==> config.mk <==
export PLATFORM = sky130hd
export DESIGN_NAME = cms_mailbox_store
export DESIGN_NICKNAME = d
export VERILOG_FILES = /design/src/shared/cms_pkg.sv /design/src/rtl/cms_byte_ram.sv /design/src/rtl/cms_mailbox_store.sv
export VERILOG_INCLUDE_DIRS = /design/src /design/src/shared
export SDC_FILE = /design/constraint.sdc
export NUM_CORES = 2
export LEC_CHECK = 0
export BUFFER_PORTS_ARGS = -buffer_cell sky130_fd_sc_hd__clkbuf_2
export CORE_UTILIZATION = 35
export CTS_CLUSTER_DIAMETER = 30
export DETAILED_ROUTE_END_ITERATION = 16
export HOLD_SLACK_MARGIN = 0.1
export PLACE_DENSITY = 0.46
export SYNTH_ARGS = -nofsm -noshare
export SYNTH_HDL_FRONTEND = slang
export SYNTH_HIERARCHICAL = 1
export SYNTH_SLANG_ARGS = --single-unit
==> constraint.sdc <==
create_clock -name clk_i -period 4.1 [get_ports clk_i]
set_clock_uncertainty 0.1 [all_clocks]
set_input_delay 0.205 -clock clk_i [delete_from_list [all_inputs] [get_ports clk_i]]
set_output_delay 0.205 -clock clk_i [all_outputs]
set_load 0.02 [all_outputs]
==> src/shared/cms_cfg.svh <==
`ifndef CMS_CFG_SVH
`define CMS_CFG_SVH
// ==========================================================
// mailbox store layout
`define CMS_NUM_MBOX      16
`define CMS_BYTES_PER_SET 8
`define CMS_ADDR_W        8
// address bit 7 picks payload set, bits 6:3 mailbox, 2:0 byte
`define CMS_SEL_BIT       7
`define CMS_MBOX_HI       6
`define CMS_MBOX_LO       3
`define CMS_BYTE_HI       2
`define CMS_BYTE_LO       0
// control byte indices (zero based)
`define CMS_CB_LEN        3'h0
`define CMS_CB_FLAGS      3'h4
`define CMS_CB_TOP        3'h5
`define CMS_CB_LOW        3'h6
`define CMS_CB_MID        3'h7
// field positions
`define CMS_LEN_HI        3
`define CMS_RTR_BIT       4
`define CMS_IDE_BIT       3
// identifier bit groups inside the flags byte
`define CMS_ID20_HI       7
`define CMS_ID20_LO       5
`define CMS_ID17_HI       1
`define CMS_ID17_LO       0
`define CMS_MAX_LEN       4'h8
`define CMS_ZERO_BYTE     8'h00
`define CMS_ZERO_ID       29'h0000_0000
`endif

==> src/shared/cms_pkg.sv <==
package cms_pkg;
  typedef logic [7:0]  cms_byte_t;
  typedef logic [28:0] cms_id_t;
  typedef logic [3:0]  cms_len_t;
  typedef enum logic [1:0] {CMS_IDLE, CMS_READ, CMS_WRITE} cms_acc_t;
endpackage : cms_pkg

==> src/rtl/cms_byte_ram.sv <==
`timescale 1ns/1ps
// storage without reset: contents survive a hardware reset
module cms_byte_ram #(
  parameter int DEPTH = 256,
  parameter int AW    = 8
) (
  input  wire logic          clk_i,
  input  wire logic          ce_i,
  input  wire logic          we_i,
  input  wire logic [AW-1:0] waddr_i,
  input  wire logic [7:0]    wdata_i,
  input  wire logic [AW-1:0] raddr_i,
  output logic      [7:0]    rdata_o
);
  logic [7:0] mem [DEPTH];

  // ==========================================================
  // write port, no reset so software must initialise each byte
  always_ff @(posedge clk_i)
  begin
    if (ce_i && we_i)
    begin
      mem[waddr_i] <= wdata_i;
    end
  end

  assign rdata_o = mem[raddr_i];
endmodule : cms_byte_ram

==> src/rtl/cms_mailbox_store.sv <==
// Operation
// sixteen mailboxes, each with eight read/write control bytes
// control bytes power up undefined; software initialises every bit
// low nibble of first control byte is length code 0 to 8
// codes above eight mean eight bytes; high nibble is spare storage
// fifth byte bit 4 selects data or remote frame
// fifth byte bit 3 selects standard or extended identifier
// fifth byte holds id 20..18 at 7..5, id 17..16 at 1..0
// sixth byte holds id 28..21
// seventh byte id 7..0, eighth byte id 15..8
// sixteen mailboxes each with eight payload bytes
// payload bytes power up undefined; software writes them first
// hardware reset clears internal registers, not mailbox storage
// payload sent in ascending order; standard uses id 28..18 only
// second to fourth control bytes are plain storage
//
// Implementation choices: the strobed register port and the register addresses.
`timescale 1ns/1ps
`include "cms_cfg.svh"
module cms_mailbox_store
  import cms_pkg::*;
#(
  parameter int NUM_MBOX = `CMS_NUM_MBOX,
  parameter int MBOX_W   = 4
) (
  input  wire logic                   clk_i,
  input  wire logic                   reset_n_i,
  input  wire logic                   ce_i,
  // software register port
  input  wire logic [`CMS_ADDR_W-1:0] addr_i,
  input  wire logic [7:0]             wdata_i,
  input  wire logic                   wr_i,
  input  wire logic                   rd_i,
  output logic      [7:0]             rdata_o,
  // protocol engine: frame fetch
  input  wire logic                   pe_fetch_i,
  input  wire logic [MBOX_W-1:0]      pe_fetch_mbox_i,
  output logic                        pe_hdr_valid_o,
  output logic      [28:0]            pe_id_o,
  output logic                        pe_ide_o,
  output logic                        pe_rtr_o,
  output logic      [3:0]             pe_len_o,
  // protocol engine: payload byte stream
  output logic                        pe_byte_valid_o,
  output logic      [7:0]             pe_byte_o,
  output logic                        pe_byte_last_o,
  // protocol engine: payload store on reception
  input  wire logic                   pe_store_i,
  input  wire logic [MBOX_W-1:0]      pe_store_mbox_i,
  input  wire logic [2:0]             pe_store_idx_i,
  input  wire logic [7:0]             pe_store_byte_i
);

  // ==========================================================
  // helpers
  // clamp length code
  function automatic cms_len_t eff_len(input cms_byte_t b);
    cms_len_t c;
    c = b[`CMS_LEN_HI:0];
    eff_len = (c > `CMS_MAX_LEN) ? `CMS_MAX_LEN : c;
  endfunction : eff_len

  function automatic logic [7:0] ram_addr(input logic sel, input logic [MBOX_W-1:0] mb,
                                          input logic [2:0] idx);
    ram_addr = {sel, mb, idx};
  endfunction : ram_addr

  // ==========================================================
  // fetch sequencer state
  typedef enum logic [1:0] {CMS_F_IDLE, CMS_F_HDR, CMS_F_DATA} cms_fst_t;
  cms_fst_t          fst, next_fst;
  logic [MBOX_W-1:0] fmb, next_fmb;
  logic [2:0]        fidx, next_fidx;
  cms_byte_t         len_b, next_len_b;
  cms_byte_t         flags_b, next_flags_b;
  cms_byte_t         top_b, next_top_b;
  cms_byte_t         low_b, next_low_b;
  logic [2:0]        hcnt, next_hcnt;
  cms_len_t          remain, next_remain;

  // ==========================================================
  // ram port arbitration: software first, then receive store, then fetch
  logic       ram_we;
  logic [7:0] ram_waddr, ram_raddr, ram_q;
  cms_byte_t  ram_wdata;
  logic       sw_rd_pend, next_sw_rd_pend;
  cms_byte_t  rdata, next_rdata;

  // software writes reach any control byte
  // and any payload byte
  // spare control bytes stored like any other
  always_comb
  begin
    ram_we    = 1'b0;
    ram_waddr = addr_i;
    ram_wdata = wdata_i;
    if (wr_i)
    begin
      ram_we = 1'b1;
    end
    // received payload byte stored at its ascending index
    else if (pe_store_i)
    begin
      ram_we    = 1'b1;
      ram_waddr = ram_addr(1'b1, pe_store_mbox_i, pe_store_idx_i);
      ram_wdata = pe_store_byte_i;
    end
  end

  // read address: software read wins, else the fetch sequencer
  always_comb
  begin
    ram_raddr = addr_i;
    if (!rd_i)
    begin
      if (fst == CMS_F_HDR)
      begin
        ram_raddr = ram_addr(1'b0, fmb, hcnt);
      end
      else
      begin
        ram_raddr = ram_addr(1'b1, fmb, fidx);
      end
    end
  end

  // storage has no reset, only the read data register and the sequencer below do
  cms_byte_ram #(
    .DEPTH (1 << `CMS_ADDR_W),
    .AW    (`CMS_ADDR_W)
  ) u_ram (
    .clk_i   (clk_i),
    .ce_i    (ce_i),
    .we_i    (ram_we),
    .waddr_i (ram_waddr),
    .wdata_i (ram_wdata),
    .raddr_i (ram_raddr),
    .rdata_o (ram_q)
  );

  // ==========================================================
  // software read data, one cycle after the strobe
  always_comb
  begin
    next_rdata      = rdata;
    next_sw_rd_pend = rd_i;
    if (rd_i)
    begin
      next_rdata = ram_q;
    end
    else if (sw_rd_pend)
    begin
      next_rdata = `CMS_ZERO_BYTE;
    end
  end

  always_ff @(posedge clk_i or negedge reset_n_i)
  begin
    if (!reset_n_i)
    begin
      rdata      <= `CMS_ZERO_BYTE;
      sw_rd_pend <= 1'b0;
    end
    else if (ce_i)
    begin
      rdata      <= next_rdata;
      sw_rd_pend <= next_sw_rd_pend;
    end
  end

  // ==========================================================
  // fetch sequencer: header bytes then payload bytes in order
  // stalls a cycle whenever software reads during a header or payload byte fetch, since reads share the port
  logic      hdr_v, next_hdr_v, byte_v, next_byte_v, byte_last, next_byte_last;
  cms_byte_t pbyte, next_pbyte;
  cms_id_t   pid, next_pid;
  logic      pide, next_pide, prtr, next_prtr;
  cms_len_t  plen, next_plen;

  always_comb
  begin
    next_fst       = fst;
    next_fmb       = fmb;
    next_fidx      = fidx;
    next_len_b     = len_b;
    next_flags_b   = flags_b;
    next_top_b     = top_b;
    next_low_b     = low_b;
    next_hcnt      = hcnt;
    next_remain    = remain;
    next_hdr_v     = 1'b0;
    next_byte_v    = 1'b0;
    next_byte_last = 1'b0;
    next_pbyte     = pbyte;
    next_pid       = pid;
    next_pide      = pide;
    next_prtr      = prtr;
    next_plen      = plen;
    case (fst)
      CMS_F_IDLE:
      begin
        if (pe_fetch_i)
        begin
          next_fst  = CMS_F_HDR;
          next_fmb  = pe_fetch_mbox_i;
          next_hcnt = `CMS_CB_LEN;
        end
      end
      CMS_F_HDR:
      begin
        if (!rd_i)
        begin
          case (hcnt)
            `CMS_CB_LEN:   next_len_b   = ram_q;
            `CMS_CB_FLAGS: next_flags_b = ram_q;
            `CMS_CB_TOP:   next_top_b   = ram_q;
            `CMS_CB_LOW:   next_low_b   = ram_q;
            default:       next_hcnt    = hcnt;
          endcase
          next_hcnt = hcnt + 3'h1;
          if (hcnt == `CMS_CB_MID)
          begin
            next_hdr_v = 1'b1;
            // frame type bit
            next_prtr  = flags_b[`CMS_RTR_BIT];
            // identifier format bit
            next_pide  = flags_b[`CMS_IDE_BIT];
            // top byte is id 28..21
            // flags byte carries id 20..16
            // mid byte id 15..8, low byte id 7..0
            // standard format keeps only id 28..18
            if (flags_b[`CMS_IDE_BIT])
            begin
              next_pid = {top_b, flags_b[`CMS_ID20_HI:`CMS_ID20_LO], flags_b[`CMS_ID17_HI:`CMS_ID17_LO],
                          ram_q, low_b};
            end
            else
            begin
              next_pid = {top_b, flags_b[`CMS_ID20_HI:`CMS_ID20_LO], 18'h0_0000};
            end
            // length code
            // clamped to eight
            next_plen   = eff_len(len_b);
            next_remain = flags_b[`CMS_RTR_BIT] ? 4'h0 : eff_len(len_b);
            next_fidx   = 3'h0;
            next_fst    = CMS_F_DATA;
          end
        end
      end
      CMS_F_DATA:
      begin
        if (remain == 4'h0)
        begin
          next_fst = CMS_F_IDLE;
        end
        else if (!rd_i)
        begin
          // payload bytes in ascending order
          next_byte_v    = 1'b1;
          next_pbyte     = ram_q;
          next_byte_last = (remain == 4'h1);
          next_fidx      = fidx + 3'h1;
          next_remain    = remain - 4'h1;
        end
      end
      default:
      begin
        next_fst = CMS_F_IDLE;
      end
    endcase
  end

  // sequencer flops are reset, as is the read data register above
  always_ff @(posedge clk_i or negedge reset_n_i)
  begin
    if (!reset_n_i)
    begin
      fst       <= CMS_F_IDLE;
      fmb       <= '0;
      fidx      <= 3'h0;
      len_b     <= `CMS_ZERO_BYTE;
      flags_b   <= `CMS_ZERO_BYTE;
      top_b     <= `CMS_ZERO_BYTE;
      low_b     <= `CMS_ZERO_BYTE;
      hcnt      <= 3'h0;
      remain    <= 4'h0;
      hdr_v     <= 1'b0;
      byte_v    <= 1'b0;
      byte_last <= 1'b0;
      pbyte     <= `CMS_ZERO_BYTE;
      pid       <= `CMS_ZERO_ID;
      pide      <= 1'b0;
      prtr      <= 1'b0;
      plen      <= 4'h0;
    end
    else if (ce_i)
    begin
      fst       <= next_fst;
      fmb       <= next_fmb;
      fidx      <= next_fidx;
      len_b     <= next_len_b;
      flags_b   <= next_flags_b;
      top_b     <= next_top_b;
      low_b     <= next_low_b;
      hcnt      <= next_hcnt;
      remain    <= next_remain;
      hdr_v     <= next_hdr_v;
      byte_v    <= next_byte_v;
      byte_last <= next_byte_last;
      pbyte     <= next_pbyte;
      pid       <= next_pid;
      pide      <= next_pide;
      prtr      <= next_prtr;
      plen      <= next_plen;
    end
  end

  assign rdata_o         = rdata;
  assign pe_hdr_valid_o  = hdr_v;
  assign pe_id_o         = pid;
  assign pe_ide_o        = pide;
  assign pe_rtr_o        = prtr;
  assign pe_len_o        = plen;
  assign pe_byte_valid_o = byte_v;
  assign pe_byte_o       = pbyte;
  assign pe_byte_last_o  = byte_last;
endmodule : cms_mailbox_store

## Word level (Yosys, flattened, before mapping)

Memories as Yosys holds them, arrays and structs flattened.
Index checks and enable logic that the tools add are counted.

- $add $sub $neg: 3
- Multipliers: 0
- Divide/modulo/power cells: 0
- Order comparisons: 1
- Equality and inequality tests: 13
- Shift operators: 0
- Multiplexer cells: 42
- Bitwise operators: 2
- Reduce and logical (&&, ||, !) cells: 18

Operators with widths:

| kind | number |
|---|---|
| 8-bit two-way mux | 8 |
| 4-bit AND reduction | 7 |
| 4-bit two-way mux | 6 |
| 18-bit two-way mux | 1 |
| 3-bit two-way mux | 6 |
| 1-bit two-way mux | 13 |
| 3-bit equality test, second input constant | 4 |
| 3-bit one-hot mux with 2 select lines | 2 |
| 2-bit inequality test, second input constant | 5 |
| 2-bit two-way mux | 4 |
| 4-bit one-hot mux with 2 select lines | 1 |
| 3-bit by 1-bit adder with 3-bit output, second input constant | 2 |
| 2-bit one-hot mux with 3 select lines | 1 |
| 6-bit AND reduction | 1 |
| 2-bit nonzero test | 3 |
| 5-bit AND reduction | 1 |
| 4-bit by 1-bit equality test with 1-bit output, second input constant | 1 |
| 4-bit > comparator, second input constant | 1 |
| 4-bit logical NOT | 1 |
| 4-bit by 1-bit subtractor with 4-bit output, second input constant | 1 |
| 3-bit logical NOT | 1 |
| 3-bit AND reduction | 1 |
| 2-bit by 1-bit equality test with 1-bit output, second input constant | 1 |
| 2-bit equality test, second input constant | 1 |
| 5 further kinds | 6 |

- Register bits: 99
- Latch bits: 0
- Memory bits (writable): 2,048
- Bits in read-only memories: 0
- Bits of input ports: 42
- Output and inout port bits: 54
- Word-level logic and storage cells: 99
- Memories: 1

Memory list:

| memory | depth | width | rd ports | clocked after Yosys merged registers in | wr ports | line | text |
|---|---|---|---|---|---|---|---|
| u_ram.mem | 256 | 8 | 1 | 0 | 1 | cms_byte_ram.sv:15 | `logic [7:0] mem [DEPTH];` |

## Longest topological paths before layout

- Depth after elaboration: 6
- Gate-level depth with buffers: 18
- Mapped depth without buffers: 11

## By module

Netlist, hierarchy kept.

Modules (own cells, without submodules):

| module | instances | cells an instance | area an instance (um^2) |
|---|---|---|---|
| cms_byte_ram | 1 | 3,754 | 79,705.2 |
| cms_mailbox_store | 1 | 358 | 4,471.8 |

## Worst setup path before layout

No wires, ideal clock.

- Kind: register -> register
- Start: register fst[1]
- End: register top_b[2]
- Setup time: 0.125 ns
- Arrival time: 3.340 ns
- Required time: 3.875 ns
- Slack: 0.535 ns
- Cell stages (with the launch flop): 15
- Cell sequence: dfrtp_1 -> buf_2 -> nand2b_1 -> buf_2 -> mux2i_1 -> o21ai_0 -> buf_6 -> buf_8 -> buf_6 -> buf_4 -> mux4_2 -> a221oi_2 -> o32ai_1 -> o311a_1 -> mux2_2

- Word-level cells in the longest chain between the ends: 4

RTL lines:

| item | line | text |
|---|---|---|
| start, declared | cms_mailbox_store.sv:71 | `cms_fst_t fst, next_fst;` |
| start signal, assigned | cms_mailbox_store.sv:298 | `fst <= next_fst;` |
| 2-bit by 1-bit equality test with 1-bit output | cms_mailbox_store.sv:116 | `if (fst == CMS_F_HDR)` |
| 8-bit two-way mux | cms_mailbox_store.sv:116 |  |
| 8-bit two-way mux | cms_mailbox_store.sv:114 | `if (!rd_i)` |
| via ram_raddr[0] | cms_mailbox_store.sv:84 | `logic [7:0] ram_waddr, ram_raddr, ram_q;` |
| memory 256 x 8 bit | n/a |  |
| via ram_q[2] | cms_mailbox_store.sv:84 |  |
| end signal, assigned | cms_mailbox_store.sv:283 | `` top_b <= `CMS_ZERO_BYTE; `` |
| end signal, assigned | cms_mailbox_store.sv:303 | `top_b <= next_top_b;` |
| end, declared | cms_mailbox_store.sv:76 | `cms_byte_t top_b, next_top_b;` |

The timed path passes the listed nets, and every way through them passes these cells.
A chain may end at the register's enable or synchronous reset.

## Worst setup path in the final report

- Start: register fst[1]
- End: register low_b[3]

- Word-level cells in the longest chain between the ends: 4

RTL lines:

| item | line | text |
|---|---|---|
| 2-bit by 1-bit equality test with 1-bit output | cms_mailbox_store.sv:116 |  |
| 8-bit two-way mux | cms_mailbox_store.sv:116 |  |
| 8-bit two-way mux | cms_mailbox_store.sv:114 |  |
| via ram_raddr[0] | cms_mailbox_store.sv:84 |  |
| memory 256 x 8 bit | n/a |  |
| via ram_q[3] | cms_mailbox_store.sv:84 |  |
| end signal, assigned | cms_mailbox_store.sv:284 | `` low_b <= `CMS_ZERO_BYTE; `` |
| end signal, assigned | cms_mailbox_store.sv:304 | `low_b <= next_low_b;` |
| end, declared | cms_mailbox_store.sv:77 | `cms_byte_t low_b, next_low_b;` |

The timed path passes the listed nets, and every way through them passes these cells.

==> results.toml <==
[outcome]
status = "finished clean"

[pwr]
p_total_mw = 78.1
peakVddDrop_v = 0.000480
power.leakage_nw = 37.7
power_density_nw_per_um2 = 708

[synth]
synth_flop_cell = "edfxtp_1"
synth_edf_count = 2048
ys_seq_area_share_pct = 76.0
synth_top_area_share_pct = 73.1
synth_area_um2 = 84200
avgSynthCellArea_um2 = 20.5
yosys-top-cells-area = "edfxtp_1 (73%), mux4_2 (11%), dfrtp_1 (2.9%)"
netlist_instances = 4112
synth_fp_nets = 4162
synthArstFlopShare_pct = 4.57
yosysTopAreaCell = "edfxtp_1"
ys_warn_count = 6
yosys_register_bits = 2146
synth_cell_type_count = 81

[critical_path]
startpoint = "fst[1]"
worstSetupEndpointType = "flop"
cpMostUsedCell = "buf_6"
path_cells = "nand2b_4, mux2i_2, o21ai_4, buf_12, buf_16, buf_16, buf_8, buf_6, mux4_2, mux4_2, nand2_2, o31ai_4, nor3_4, buf_6, nor4_4, buf_6, mux2_2"
criticalPathCategory = "reg -> reg"
arrival_ns = 4.81
crit_path_max_fanout = 7
startpoint_type = "flop"
required_ns = 4.85
cp_slowest_cell = "mux4_2"
cpPeakStageDelay_ns = 0.51
r2r-start = "fst[1]"

[timing]
rsz0062_at_grt = "yes"
hold_viol_final = 0
whs_ns = 0.174
setup_violations = 0
max_slew_margin_pct = 27.0
worst_slack_ns = 0.0368
period_minus_slack_ns = 4.06
worstMarginPinSlew_ns = 1.09
post-route-period-util_pct = 99.1
slew_viol_final = 0
clock.fmax_mhz = 246

[clock_network]
clkTransAtPathRegs_ns = 0.05
numCtsBuffers = 466
clock_latency_ns = 0.98
clkSinkCount = 2146
cts_tree = "built"
cts_max_path_buffers = 4
h-tree-depth = 5
root_buffer = "clkbuf_16"

[finish]
area_growth_pct = 31.2
final_common_cell = "edfxtp_1"
final_layout_size_suffix_gt1_share_pct = 38.0
final_cell_mix = "edfxtp_1 (2048), buf_4 (593), clkbuf_16 (479), mux4_2 (398), nor2_1 (287)"
design_area_um2 = 110000
final_util_pct = 46.3
nets = 5217

[die]
design.core.area_um2 = 239000
io_pins = 96
rows = 179
die_x_um = 492
die_h_um = 492
initial_core_util_pct = 35.3
die_area_um2 = 242000

[placement]
hpwl_mm = 156
placed_cell_area_um2 = 93000
gp_congestion = 0.843
port_buffers = 95
place_ws_ns = -0.847

[grt]
grt.total_usage_pct = 20.2
grt_max_degree = 139
grt_antenna_before_repair = 9
grt_pass1_wl_mm = 351
grt_pass1_vias = 47400
globalRoute.totalOverflow = 0

[drt]
vias_per_cell = 5.24
post_drt_wl_per_cell_um = 28.3
drc = 0
num_vias = 45700
wl_mm = 247
first_iter_violations = 3947
firstDrtPassIters = 5
drtAntennaViolNets = 0

[hold_path]
hold_path_class = "in -> reg"
hp-start = "addr_i[1]"

[run]
drv_cap = 0
[cell type report]
class                   instances  area [um2]
inverters                      12        45.0
repair buffers                843        7650
clock inverters               323        3350
diodes                          3        7.51
multi-input cells            1698       19300
fillers                     20100      128000
well taps                    3167        3960
clock buffers                 530       12200
flip-flops and latches       2146       64000
[stage by stage]
step | instances | TNS (ns)
floorplan | 4112 | 0
global placement | 7757 | -25.99
detailed placement | 7757 | -26.62
CTS | 8678 | -0.00603
global route | 8721 | -0.230
finish | 8722 | 0
[per-layer routing]
metal | vias up | GRT usage, % | share of wire [%]
li1 | 19400 | - | -
met4 | 0 | 5.86 | 2.5
met2 | 1496 | 31.7 | 47
met3 | 367 | 3.71 | 5.4
met1 | 24400 | 28.7 | 45
met5 | - | 0 | 0
[flip-flops by register name (all words and copies together) (netlist names), 7 cells and up]
register and count:
flags_b 7, pe_id_o 29, low_b 8, pe_byte_o 8
rdata_o 8, top_b 8, u_ram/mem 2048
[path summary, 6_finish.rpt]
check | end | slack (ns) | depth (start not counted)
worst max-delay path | low_b[3] | 0.04 | 17
max in group asynchronous | pe_id_o[21] | 3.29 | 4
worst min-delay path | u_ram/mem[151][7] | 0.17 | 5
worst min register to register | pe_id_o[28] | 0.40 | 1
min in group asynchronous | pe_id_o[7] | 0.29 | 4
worst max register to register | low_b[3] | 0.04 | 17
[report_power, final]
part	internal, mW	switching [mW]
clock	24.8	11.7
combinational	7.63	9.04
sequential	24.7	0.311
[cell families (layout without fill, tap and decap cells)]
logic type	after synthesis	in the layout	synth area share (%)
AOI/OAI and AO/OA	475	475	3.94
other	0	3	0
buffers and inverters	268	1708	2.05
DFF	2146	2146	76.0
adders and majority gates	8	8	0.119
and+or+nand+nor	538	538	2.98
muxes	677	677	14.9
[timing repair]
action / in CTS / in global routing
endpoints found under the hold margin: 546 / 0
buffers inserted: 20 / 37
gates resized for setup: 67 / 56
hold buffers: 49 / 0
gates cloned: 2 / 5
endpoints found under the setup margin: 51 / 51
pin swaps: 10 / 18
[synthesized netlist by cell type, types with 16 or more instances]
library cell and n:
a211oi_1 16, a21oi_1 86, a22o_1 25, a22oi_1 137, buf_1 20, buf_2 37
buf_4 25, buf_6 30, clkbuf_1 113, dfrtp_1 98, edfxtp_1 2048, mux2_2 75
mux2i_1 160, mux4_1 45, mux4_2 397, nand2_1 73, nand2b_1 16, nand3_1 28
nor2_1 289, nor2b_1 27, nor3_1 22, nor4_1 23, o21ai_0 54, o221ai_1 42
o22ai_1 45
[worst max-delay path, delay by kind of cell, from the launching register on]
| family | cells | cell delay (ns) |
|---|---|---|
| muxes | 4 | 1.45 |
| AOI/OAI and AO/OA | 2 | 0.26 |
| and+or+nand+nor | 4 | 0.66 |
| buffers and inverters | 7 | 1.07 |
| DFF | 1 | 0.37 |
(Power assumes the default switching activity.)
